--- src/design/pmwc_pkg.sv ---
// Package: register map, field positions, reset values and timing of the power/wake control block
package pmwc_pkg;
   localparam logic [7:0] PMWC_PMC_OFFSET = 8'h84;
   localparam logic [7:0] PMWC_BYTE_TEST_OFFSET = 8'h64;
   localparam int PMWC_READY_BIT = 0;
   localparam int PMWC_PIN_EN_BIT = 1;
   localparam int PMWC_POL_BIT = 2;
   localparam int PMWC_PULSE_BIT = 3;
   localparam int PMWC_CAUSE_LO = 4;
   localparam int PMWC_CAUSE_HI = 5;
   localparam int PMWC_TYPE_BIT = 6;
   localparam int PMWC_ENERGY_EVENT_ENABLE_BIT = 8;
   localparam int PMWC_WF_EN_BIT = 9;
   localparam int PMWC_PHY_RESET_REQUEST_BIT = 10;
   localparam int PMWC_MODE_LO = 12;
   localparam int PMWC_MODE_HI = 13;
   localparam logic [1:0] PMWC_MODE_NORMAL = 2'h0;
   localparam logic [1:0] PMWC_MODE_WAKE_FRAME = 2'h1;
   localparam logic [1:0] PMWC_MODE_ENERGY = 2'h2;
   localparam logic [1:0] PMWC_MODE_RESET_VAL = 2'h0;
   localparam int PMWC_CLK_HZ = 20000000;
   localparam int PMWC_PHY_RESET_REQUEST_US = 100;
   localparam int PMWC_PHY_RESET_REQUEST_CYC = (PMWC_PHY_RESET_REQUEST_US * (PMWC_CLK_HZ / 1000000));
   localparam int PMWC_PULSE_MS = 50;
   localparam int PMWC_PULSE_CYC = PMWC_PULSE_MS * (PMWC_CLK_HZ / 1000);
   localparam int PMWC_SETTLE_CYC = 16;
   typedef enum logic [2:0] {
      PMWC_ST_AWAKE = 3'b001,
      PMWC_ST_ASLEEP = 3'b010,
      PMWC_ST_SETTLE = 3'b100
   } pmwc_state_t;
endpackage : pmwc_pkg

--- src/design/pmwc_power_wake.sv ---
// Power management control: power states, wake-up, PHY reset pulse and wake pin
`timescale 1ns/10ps
module pmwc_power_wake #(
   parameter int PHY_RESET_REQUEST_CYC = pmwc_pkg::PMWC_PHY_RESET_REQUEST_CYC,
   parameter int PULSE_CYC = pmwc_pkg::PMWC_PULSE_CYC
) (
   // Clock and reset
   input wire logic clk,
   input wire logic nrst,
   // Register access
   input wire logic reg_rd,
   input wire logic reg_wr,
   input wire logic [7:0] reg_addr,
   input wire logic [31:0] reg_wdata,
   output logic [31:0] reg_rdata,
   // Wake events
   input wire logic wake_frame_event,
   input wire logic energy_event,
   // Outputs
   output logic phy_reset,
   output logic [1:0] power_state,
   output logic device_ready,
   output logic writes_enabled,
   output logic wake_interrupt_flag,
   output logic wake_event_pin_o,
   output logic wake_event_pin_oe
);
   ///////////////////////////////////////////////////////////////////////////
   // State, configuration and counters
   pmwc_pkg::pmwc_state_t state_ff, nxt_state;
   logic [1:0] mode_ff;
   logic phy_reset_request_ff;
   logic [31:0] phy_cnt_ff;
   logic wf_en_ff, energy_event_enable_ff, type_ff, pulse_ff, pol_ff, pin_en_ff;
   logic [1:0] cause_ff;
   logic rd_seen_ff;
   logic [4:0] settle_ff;
   logic [31:0] pulse_cnt_ff;
   logic active_ff;
   logic [31:0] rdata_ff;

   // Address decode; PMC writes need a prior read and an awake device
   wire pmc_hit = reg_addr == pmwc_pkg::PMWC_PMC_OFFSET;
   wire bt_hit = reg_addr == pmwc_pkg::PMWC_BYTE_TEST_OFFSET;
   wire ready = state_ff == pmwc_pkg::PMWC_ST_AWAKE;
   wire wake_req = reg_wr && bt_hit && state_ff == pmwc_pkg::PMWC_ST_ASLEEP;
   wire pmc_wr = reg_wr && pmc_hit && rd_seen_ff && ready;
   // Reserved mode 11 is not a sleep request
   wire enter_sleep = pmc_wr && (reg_wdata[pmwc_pkg::PMWC_MODE_HI:pmwc_pkg::PMWC_MODE_LO] ==
      pmwc_pkg::PMWC_MODE_WAKE_FRAME || reg_wdata[pmwc_pkg::PMWC_MODE_HI:pmwc_pkg::PMWC_MODE_LO] ==
      pmwc_pkg::PMWC_MODE_ENERGY);
   // Sticky cause bits; an event beats a clear in the same cycle
   wire wf_hit = wake_frame_event && wf_en_ff;
   wire ed_hit = energy_event && energy_event_enable_ff;
   wire cause_clr_wf = pmc_wr && reg_wdata[pmwc_pkg::PMWC_CAUSE_HI];
   wire cause_clr_ed = pmc_wr && reg_wdata[pmwc_pkg::PMWC_CAUSE_LO];
   wire [1:0] nxt_cause = {wf_hit | (cause_ff[1] & ~cause_clr_wf),
      ed_hit | (cause_ff[0] & ~cause_clr_ed)};
   wire event_pending = |cause_ff;
   // Pin enable gates the pin only, never the flag
   wire pin_src = pin_en_ff && ((cause_ff[1] && wf_en_ff) || (cause_ff[0] && energy_event_enable_ff));
   // Pulse mode drops the pin once the timer runs out
   wire pulse_done = pulse_ff && pulse_cnt_ff >= 32'(PULSE_CYC);
   wire pin_active = pin_src && !pulse_done;
   // Read image; reserved positions read zero
   wire [31:0] pmc_value = {18'h0, mode_ff, 1'b0, phy_reset_request_ff, wf_en_ff, energy_event_enable_ff, 1'b0, type_ff,
      cause_ff, pulse_ff, pol_ff, pin_en_ff, ready};
   // Last cycle of the PHY reset hold
   wire phy_done = phy_reset_request_ff && phy_cnt_ff >= 32'(PHY_RESET_REQUEST_CYC - 1);

   ///////////////////////////////////////////////////////////////////////////
   // Sleep, wake and settle sequencing
   always_comb begin
      nxt_state = state_ff;
      unique case (state_ff)
         pmwc_pkg::PMWC_ST_AWAKE: begin
            if (enter_sleep) begin
               nxt_state = pmwc_pkg::PMWC_ST_ASLEEP;
            end
         end
         pmwc_pkg::PMWC_ST_ASLEEP: begin
            if (wake_req) begin
               nxt_state = pmwc_pkg::PMWC_ST_SETTLE;
            end
         end
         pmwc_pkg::PMWC_ST_SETTLE: begin
            if (settle_ff == 5'(pmwc_pkg::PMWC_SETTLE_CYC - 1)) begin
               nxt_state = pmwc_pkg::PMWC_ST_AWAKE;
            end
         end
         default: nxt_state = pmwc_pkg::PMWC_ST_AWAKE;
      endcase
   end

   // Settle counter runs only while settling
   always_ff @(posedge clk) begin
      if (!nrst) begin
         state_ff <= pmwc_pkg::PMWC_ST_AWAKE;
         settle_ff <= 5'h0;
      end else begin
         state_ff <= nxt_state;
         settle_ff <= (state_ff == pmwc_pkg::PMWC_ST_SETTLE) ? settle_ff + 5'h1 : 5'h0;
      end
   end

   // Mode field, self-clearing on wake
   always_ff @(posedge clk) begin
      if (!nrst) begin
         mode_ff <= pmwc_pkg::PMWC_MODE_RESET_VAL;
      end else if (enter_sleep) begin
         mode_ff <= reg_wdata[pmwc_pkg::PMWC_MODE_HI:pmwc_pkg::PMWC_MODE_LO];
      end else if (wake_req) begin
         mode_ff <= pmwc_pkg::PMWC_MODE_NORMAL;
      end
   end

   // First-read gate, re-armed by sleep entry and by wake
   always_ff @(posedge clk) begin
      if (!nrst) begin
         rd_seen_ff <= 1'b0;
      end else if (wake_req || enter_sleep) begin
         rd_seen_ff <= 1'b0;
      end else if (reg_rd && ready) begin
         rd_seen_ff <= 1'b1;
      end
   end

   // Configuration bits
   always_ff @(posedge clk) begin
      if (!nrst) begin
         wf_en_ff <= 1'b0;
         energy_event_enable_ff <= 1'b0;
         type_ff <= 1'b0;
         pulse_ff <= 1'b0;
         pol_ff <= 1'b0;
         pin_en_ff <= 1'b0;
      end else if (pmc_wr) begin
         wf_en_ff <= reg_wdata[pmwc_pkg::PMWC_WF_EN_BIT];
         energy_event_enable_ff <= reg_wdata[pmwc_pkg::PMWC_ENERGY_EVENT_ENABLE_BIT];
         type_ff <= reg_wdata[pmwc_pkg::PMWC_TYPE_BIT];
         pulse_ff <= reg_wdata[pmwc_pkg::PMWC_PULSE_BIT];
         pol_ff <= reg_wdata[pmwc_pkg::PMWC_POL_BIT];
         pin_en_ff <= reg_wdata[pmwc_pkg::PMWC_PIN_EN_BIT];
      end
   end

   // PHY reset pulse
   always_ff @(posedge clk) begin
      if (!nrst) begin
         phy_reset_request_ff <= 1'b0;
         phy_cnt_ff <= 32'h0;
      end else if (phy_reset_request_ff) begin
         // Host writes to the bit are ignored while the hold runs
         phy_cnt_ff <= phy_cnt_ff + 32'h1;
         if (phy_done) begin
            phy_reset_request_ff <= 1'b0;
         end
      end else if (pmc_wr && reg_wdata[pmwc_pkg::PMWC_PHY_RESET_REQUEST_BIT]) begin
         phy_reset_request_ff <= 1'b1;
         phy_cnt_ff <= 32'h0;
      end
   end

   // Wake cause and pin pulse timer
   always_ff @(posedge clk) begin
      if (!nrst) begin
         cause_ff <= 2'h0;
         pulse_cnt_ff <= 32'h0;
         active_ff <= 1'b0;
      end else begin
         cause_ff <= nxt_cause;
         active_ff <= pin_active;
         // Timer restarts with each new pin source
         if (!pin_src) begin
            pulse_cnt_ff <= 32'h0;
         end else if (!pulse_done) begin
            pulse_cnt_ff <= pulse_cnt_ff + 32'h1;
         end
      end
   end

   // Read data is registered; other addresses read zero
   always_ff @(posedge clk) begin
      if (!nrst) begin
         rdata_ff <= 32'h0;
      end else if (reg_rd) begin
         rdata_ff <= pmc_hit ? pmc_value : 32'h0;
      end
   end

   ///////////////////////////////////////////////////////////////////////////
   // Ports
   assign reg_rdata = rdata_ff;
   assign phy_reset = phy_reset_request_ff;
   assign power_state = mode_ff;
   assign device_ready = ready;
   assign writes_enabled = rd_seen_ff;
   assign wake_interrupt_flag = event_pending;
   // Open-drain: drive low only when active; push-pull: level per polarity
   assign wake_event_pin_oe = type_ff ? 1'b1 : active_ff;
   assign wake_event_pin_o = type_ff ? (pol_ff ? active_ff : ~active_ff) : 1'b0;
endmodule : pmwc_power_wake

--- config.mk ---
export PLATFORM = sky130hd
export DESIGN_NAME = pmwc_power_wake
export DESIGN_NICKNAME = d
export VERILOG_FILES = /design/src/design/pmwc_pkg.sv /design/src/design/pmwc_power_wake.sv
export SDC_FILE = /design/constraint.sdc
export NUM_CORES = 1
export LEC_CHECK = 0
export BUFFER_PORTS_ARGS = -buffer_cell sky130_fd_sc_hd__buf_4
export CAP_MARGIN = 20
export CORE_UTILIZATION = 45
export DETAILED_ROUTE_END_ITERATION = 8
export GPL_ROUTABILITY_DRIVEN = 0
export GPL_TIMING_DRIVEN = 0
export PLACE_DENSITY = 0.68
export SETUP_SLACK_MARGIN = 0.05
export SLEW_MARGIN = 20
export SYNTH_ARGS = -nofsm -noshare
export SYNTH_HDL_FRONTEND = slang
export SYNTH_SLANG_ARGS = --single-unit
export TNS_END_PERCENT = 50
--- constraint.sdc ---
create_clock -name clk -period 3.7 [get_ports clk]
set_input_delay 0.185 -clock clk [delete_from_list [all_inputs] [get_ports clk]]
set_output_delay 0.185 -clock clk [all_outputs]
set_load 0.005 [all_outputs]
# Word-level counts from Yosys, hierarchy flattened
# Cells that the tools add are included.
dict set report word_totals {
  ff_bits 117
  input_bits 46
  out_inout_bits 40
  wordCells 84
}
dict set report op_classes {
  n_addsub 3
  n_lt_le_gt_ge 2
  eq_ne 11
  mux 15
  bitwise 8
  n_reduce_logical 29
}
# operator n
set op_table {}
lappend op_table {{32-bit by 1-bit adder with 32-bit output, second input constant} 2}
lappend op_table {{32-bit two-way mux} 2}
lappend op_table {{32-bit by 11-bit greater-or-equal comparator with 1-bit output, second input constant} 1}
lappend op_table {{32-bit by 20-bit greater-or-equal comparator with 1-bit output, second input constant} 1}
lappend op_table {{1-bit logical AND} 18}
lappend op_table {{14-bit two-way mux} 1}
lappend op_table {{3-bit two-way mux} 3}
lappend op_table {{3-bit one-hot mux with 3 select lines} 1}
lappend op_table {{8-bit by 7-bit == test with 1-bit output, second input constant} 1}
lappend op_table {{8-bit == test, second input constant} 1}
lappend op_table {{1-bit two-way mux} 6}
lappend op_table {{5-bit by 1-bit adder with 5-bit output, second input constant} 1}
lappend op_table {{5-bit by 4-bit == test with 1-bit output, second input constant} 1}
lappend op_table {{2-bit two-way mux} 2}
lappend op_table {{2-bit != test, second input constant} 2}
lappend op_table {{1-bit NOT} 4}
lappend op_table {{2-bit AND reduction} 2}
lappend op_table {{2-bit nonzero test} 2}
lappend op_table {{2-bit OR reduction} 2}
lappend op_table {{3-bit by 1-bit == test with 1-bit output, second input constant} 1}
lappend op_table {{3-bit by 2-bit == test with 1-bit output, second input constant} 1}
lappend op_table {{3-bit == test, second input constant} 1}
lappend op_table {{1-bit logical OR} 3}
lappend op_table {{3-bit AND reduction} 1}
lappend op_table {{other kinds (6)} 8}

# Longest topological paths before layout
dict set report depth {
  ltp_word 8
  mapped_depth 7
  mapped_depth_nobuf 6
}

# Worst setup path before layout
# OpenSTA, ideal clock, no wires.
dict set report synth_timing {
  path_type {reg2reg}
  start {reg pulse_cnt_ff[10]}
  end {reg pulse_cnt_ff[25]}
  setup_time_ns 0.071
  arrival_time_ns 2.033
  required_ns 3.629
  setup_slack_ns 1.596
  path_stages_with_launch 7
  path_buffers 1
  period_less_slack_ns 2.104
  cell_sequence {dfxtp_1 > or4_4 > a211oi_4 > o21ai_2 > buf_6 > or4_1 > a21oi_1}
}
dict set report synth_via {
  elab_chain_len 2
  word_cells_on_any_way 3
  cone_classes {add/sub: 1; order compare: 1; reduce/logical: 1}
}
# item line_no
set synth_lines {}
lappend synth_lines {{from (decl)} pmwc_power_wake.sv:38} ;# logic [31:0] pulse_cnt_ff;
lappend synth_lines {{from (signal assigned)} pmwc_power_wake.sv:177} ;# pulse_cnt_ff <= pulse_cnt_ff + 32'h1;
lappend synth_lines {{32-bit by 20-bit greater-or-equal comparator with 1-bit output} pmwc_power_wake.sv:63} ;# wire pulse_done = pulse_ff && pulse_cnt_ff >= 32'(PULSE_CYC);
lappend synth_lines {{1-bit logical AND} pmwc_power_wake.sv:63}
# Parallel ways exist; a longest one is shown, timed or not.
# A chain may end at the register's enable or synchronous reset.

# Worst setup path in the final report
dict set report layout_timing {
  start {reg phy_reset_request_ff, in the netlist phy_reset}
  end {reg phy_cnt_ff[29]}
}
dict set report layout_via {
  elab_chain_len 1
  word_cells_on_any_way 2
  cone_classes {mux: 1; reduce/logical: 1}
}
# item line_no
set layout_lines {}
lappend layout_lines {{from (decl)} pmwc_power_wake.sv:32} ;# logic phy_reset_request_ff;
lappend layout_lines {{from (signal assigned)} pmwc_power_wake.sv:150} ;# phy_reset_request_ff <= 1'b0;
lappend layout_lines {{from (signal assigned)} pmwc_power_wake.sv:156} ;# phy_reset_request_ff <= 1'b0;
lappend layout_lines {{from (signal assigned)} pmwc_power_wake.sv:159} ;# phy_reset_request_ff <= 1'b1;
lappend layout_lines {{32-bit two-way mux / 2-bit nonzero test (equally long branches)} n/a}
lappend layout_lines {{to (signal assigned)} pmwc_power_wake.sv:154} ;# phy_cnt_ff <= phy_cnt_ff + 32'h1;
lappend layout_lines {{to (decl)} pmwc_power_wake.sv:33} ;# logic [31:0] phy_cnt_ff;
# Parallel ways exist; a longest one is shown, timed or not.

==> summary.txt <==
Synthesis
  – Yosys cell types: 59
  – Seq cells post-synth: 97
  – Ys async rst share: 0%
  – Post-synth EDFFs: 0
  – Synthesized cell area: 4850 µm²
  – Top_reg_cell synth: dfxtp_1
  – Syn Inst Count: 572
  – Yosys warnings: 0
  – Post-synthesis sequential area ratio: 40.1%
  – Avg Inst Size Synth: 8.48 µm²

Die
  – Initial Utilization: 46.8%
  – Num rows: 37
  – Full die area: between 10000 and 15000 µm²
  – Die Ht: ~110 µm
  – Io pins: 86
  – Core area: 10400 µm²
  – Chip width: 106 µm

Routing
  – Post-route ant nets: 0
  – DRC viols: 0
  – Drt total wl: 11400 µm
  – Router iterations before antenna repair: 5
  – DR WL/cell: 14.5 µm
  – Vias: about 4400
  – Detailed Route Iter0 Violations: 280
  – DR vias/cell: 5.61

Final layout
  – Footprint of the multi-input gates: 2680 µm²
  – Fin area: 5630 µm²
  – Commonest non-fill, non-tap cells in the layout: dfxtp_1, buf_4, nor2_1
  – Ratio of cells with drive above 1 in the final layout: 15.2%
  – Storage element area: 1940 µm²
  – # diodes: 0
  – Area delta synth->final: 16.1%
  – Fillers: 979
  – Net count reported at finish: a little under 700
  – Fin util: around 54%
  – Most common cell after layout, fill and taps aside: dfxtp_1

CTS
  – Post-CTS setup buffers: 0
  – Clk root buf: clkbuf_8
  – Clock Tree Buf Depth: 2
  – CTS tree: yes
  – Hold buffers post-CTS: 0
  – Num CTS Buffers: 9
  – H-tree depth: 3
  – CTS resizes: 0
  – Clock transition at path regs: roughly 0.10 ns
  – Clk Latency, worst-skew pair: 0.38 ns
  – CTS Sinks: between 90 and 100

Timing
  – Slew headroom: 56.6%
  – Worst slew pin tran: 0.646 ns
  – Max Clk Rate: between 300 and 400 MHz
  – RSZ-0062 raised after global routing: no
  – Setup violators final: 0
  – PnR worst setup slack: about 1.1 ns
  – Min Tclk post-route: 2.62 ns
  – Final Cycle Share: 70.9%
  – Post-Route Setup TNS: 0 ns
  – Fin. Hold Viols: 0
  – Setup Skew: 0.00919 ns
  – Pins Over Slew Limit: 0

Outcome
  – Status: completed

Global routing
  – First-pass GRT wire length: 19200 µm
  – Largest net degree at the start of global routing: 17
  – Total grt overflow: 0
  – Initial antenna violation count: 0
  – GRT Total Usage: between 20% and 30%
  – Vias in the first global route: 4014

Hold path
  – Worst hold path class: in2reg

Power
  – Power Total: 1.88 mW
  – PD cells: 334 nW/µm²
  – Leakage: approximately 2.2 nW
  – Peak supply drop: 0.294 mV

Critical path
  – CP startpoint kind: flip-flop
  – Crit path DAT: ~3 ns
  – Top fanout value on the critical path: 9
  – Kind of critical path: reg2reg
  – Critical Path RT: 4.00 ns
  – Crit end category: flip-flop

Place
  – I/O Buffers: 43
  – Hpwl dp: 8100 µm
  – Pre-CTS WS: 1.07 ns
  – Post-DP Area: approximately 5400 µm²

Job
  – Max-capacitance violation count: 0
[metrics by stage]
step	hold slack, ns	cells
2_1_floorplan	0.325	591
3_5_place_dp	0.449	770
5_1_grt	0.0585	786
4_1_cts	0.0523	786
6_report	0.0653	786
3_3_place_gp	0.430	770
[power by group]
group / switching [mW] / leakage (nW) / internal (mW)
Combinational: 0.0307 / 1.31 / 0.0389
Sequential: 0.000575 / 0.781 / 1.04
Clock: 0.383 / 0.113 / 0.381
[worst max-delay path: stages, from the launching register on]
cell and delay, ns:
dfxtp_1 0.34, clkbuf_1 0.37, and3_1 0.27, and3_1 0.16, clkbuf_1 0.38, nand4_1 0.40
or3_1 0.42, a21boi_0 0.19
[logic make-up after synthesis]
group                      Yosys count  share of synthesized area (%)
and+or+nand+nor                    275                           31.3
AOI/OAI and AO/OA                  114                           16.8
DFF                                 97                           40.1
buffers and inverters               57                           6.14
xor gates and xnor gates            16                           2.89
muxes                                7                           1.45
adders and majority gates            5                           1.29
other                                1                         0.0773
[layout make-up]
| class | instances | share of cell area (%) |
|---|---|---|
| multi-input combinational | 437 | 47.6 |
| clock buffer | 9 | 2.20 |
| tap | 136 | 3.02 |
| clock inverter | 7 | 1.64 |
| inverter | 12 | 0.800 |
| sequential | 97 | 34.5 |
| timing repair buffer | 43 | 5.73 |
| buffer | 45 | 4.49 |
[worst paths after layout]
| check | start | end | slack (ns) | cells after the start |
|---|---|---|---|---|
| max | phy_reset | phy_cnt_ff[29] | 1.08 | 7 |
| min | reg_wdata[8] | energy_event_enable_ff | 0.07 | 3 |
| max reg2reg | phy_reset | phy_cnt_ff[29] | 1.08 | 7 |
| min reg2reg | settle_ff[0] | settle_ff[0] | 0.46 | 1 |
[metal layers]
layer | up-vias | part of all wire, % | GRT usage, %
li1 | 2183 | - | -
met1 | 2067 | 47 | 28.6
met2 | 140 | 45 | 33.7
met3 | 16 | 5.9 | 3.83
met4 | 0 | 1.9 | 9.92
met5 | - | 0 | 0
[sequential cells by signal (all words and copies together) (netlist names)]
| register | flops |
|---|---|
| pulse_ff | 1 |
| pulse_cnt_ff | 32 |
| writes_enabled | 1 |
| power_state | 2 |
| pin_en_ff | 1 |
| energy_event_enable_ff | 1 |
| phy_reset | 1 |
| settle_ff | 5 |
| phy_cnt_ff | 32 |
| type_ff | 1 |
| wf_en_ff | 1 |
| cause_ff | 2 |
| reg_rdata | 12 |
| active_ff | 1 |
| state_ff | 3 |
| pol_ff | 1 |
[Yosys cell counts, types with 2 or more instances]
cell	number	area, µm²
or2_2	5	31.3
nor3_1	5	25.0
a22oi_1	3	22.5
a21oi_1	28	140
nor4_1	10	62.6
o21ai_0	11	55.1
dfxtp_1	97	1940
and4_1	4	35.0
or4_4	3	33.8
a31o_2	2	17.5
o311a_1	2	20.0
nand4_1	18	113
nand3_1	26	130
nor2_1	51	191
xor2_1	11	96.3
a31oi_1	3	18.8
ha_1	5	62.6
o2111ai_1	4	35.0
o211ai_1	14	105
or3_1	15	93.8
and3_1	23	144
a21boi_0	9	67.6
clkbuf_1	22	82.6
o31ai_1	5	37.5
a41o_1	3	30.0
nor2b_1	33	206
nor3b_1	3	22.5
inv_1	12	45.0
nand2_1	48	180
or4_1	15	113
and2_1	3	18.8
nand3b_1	4	30.0
o211a_1	3	30.0
buf_4	20	150
xnor2_1	5	43.8
o21a_1	18	135
mux2i_1	7	70.1
No activity file was read; power rests on OpenSTA's default activity.
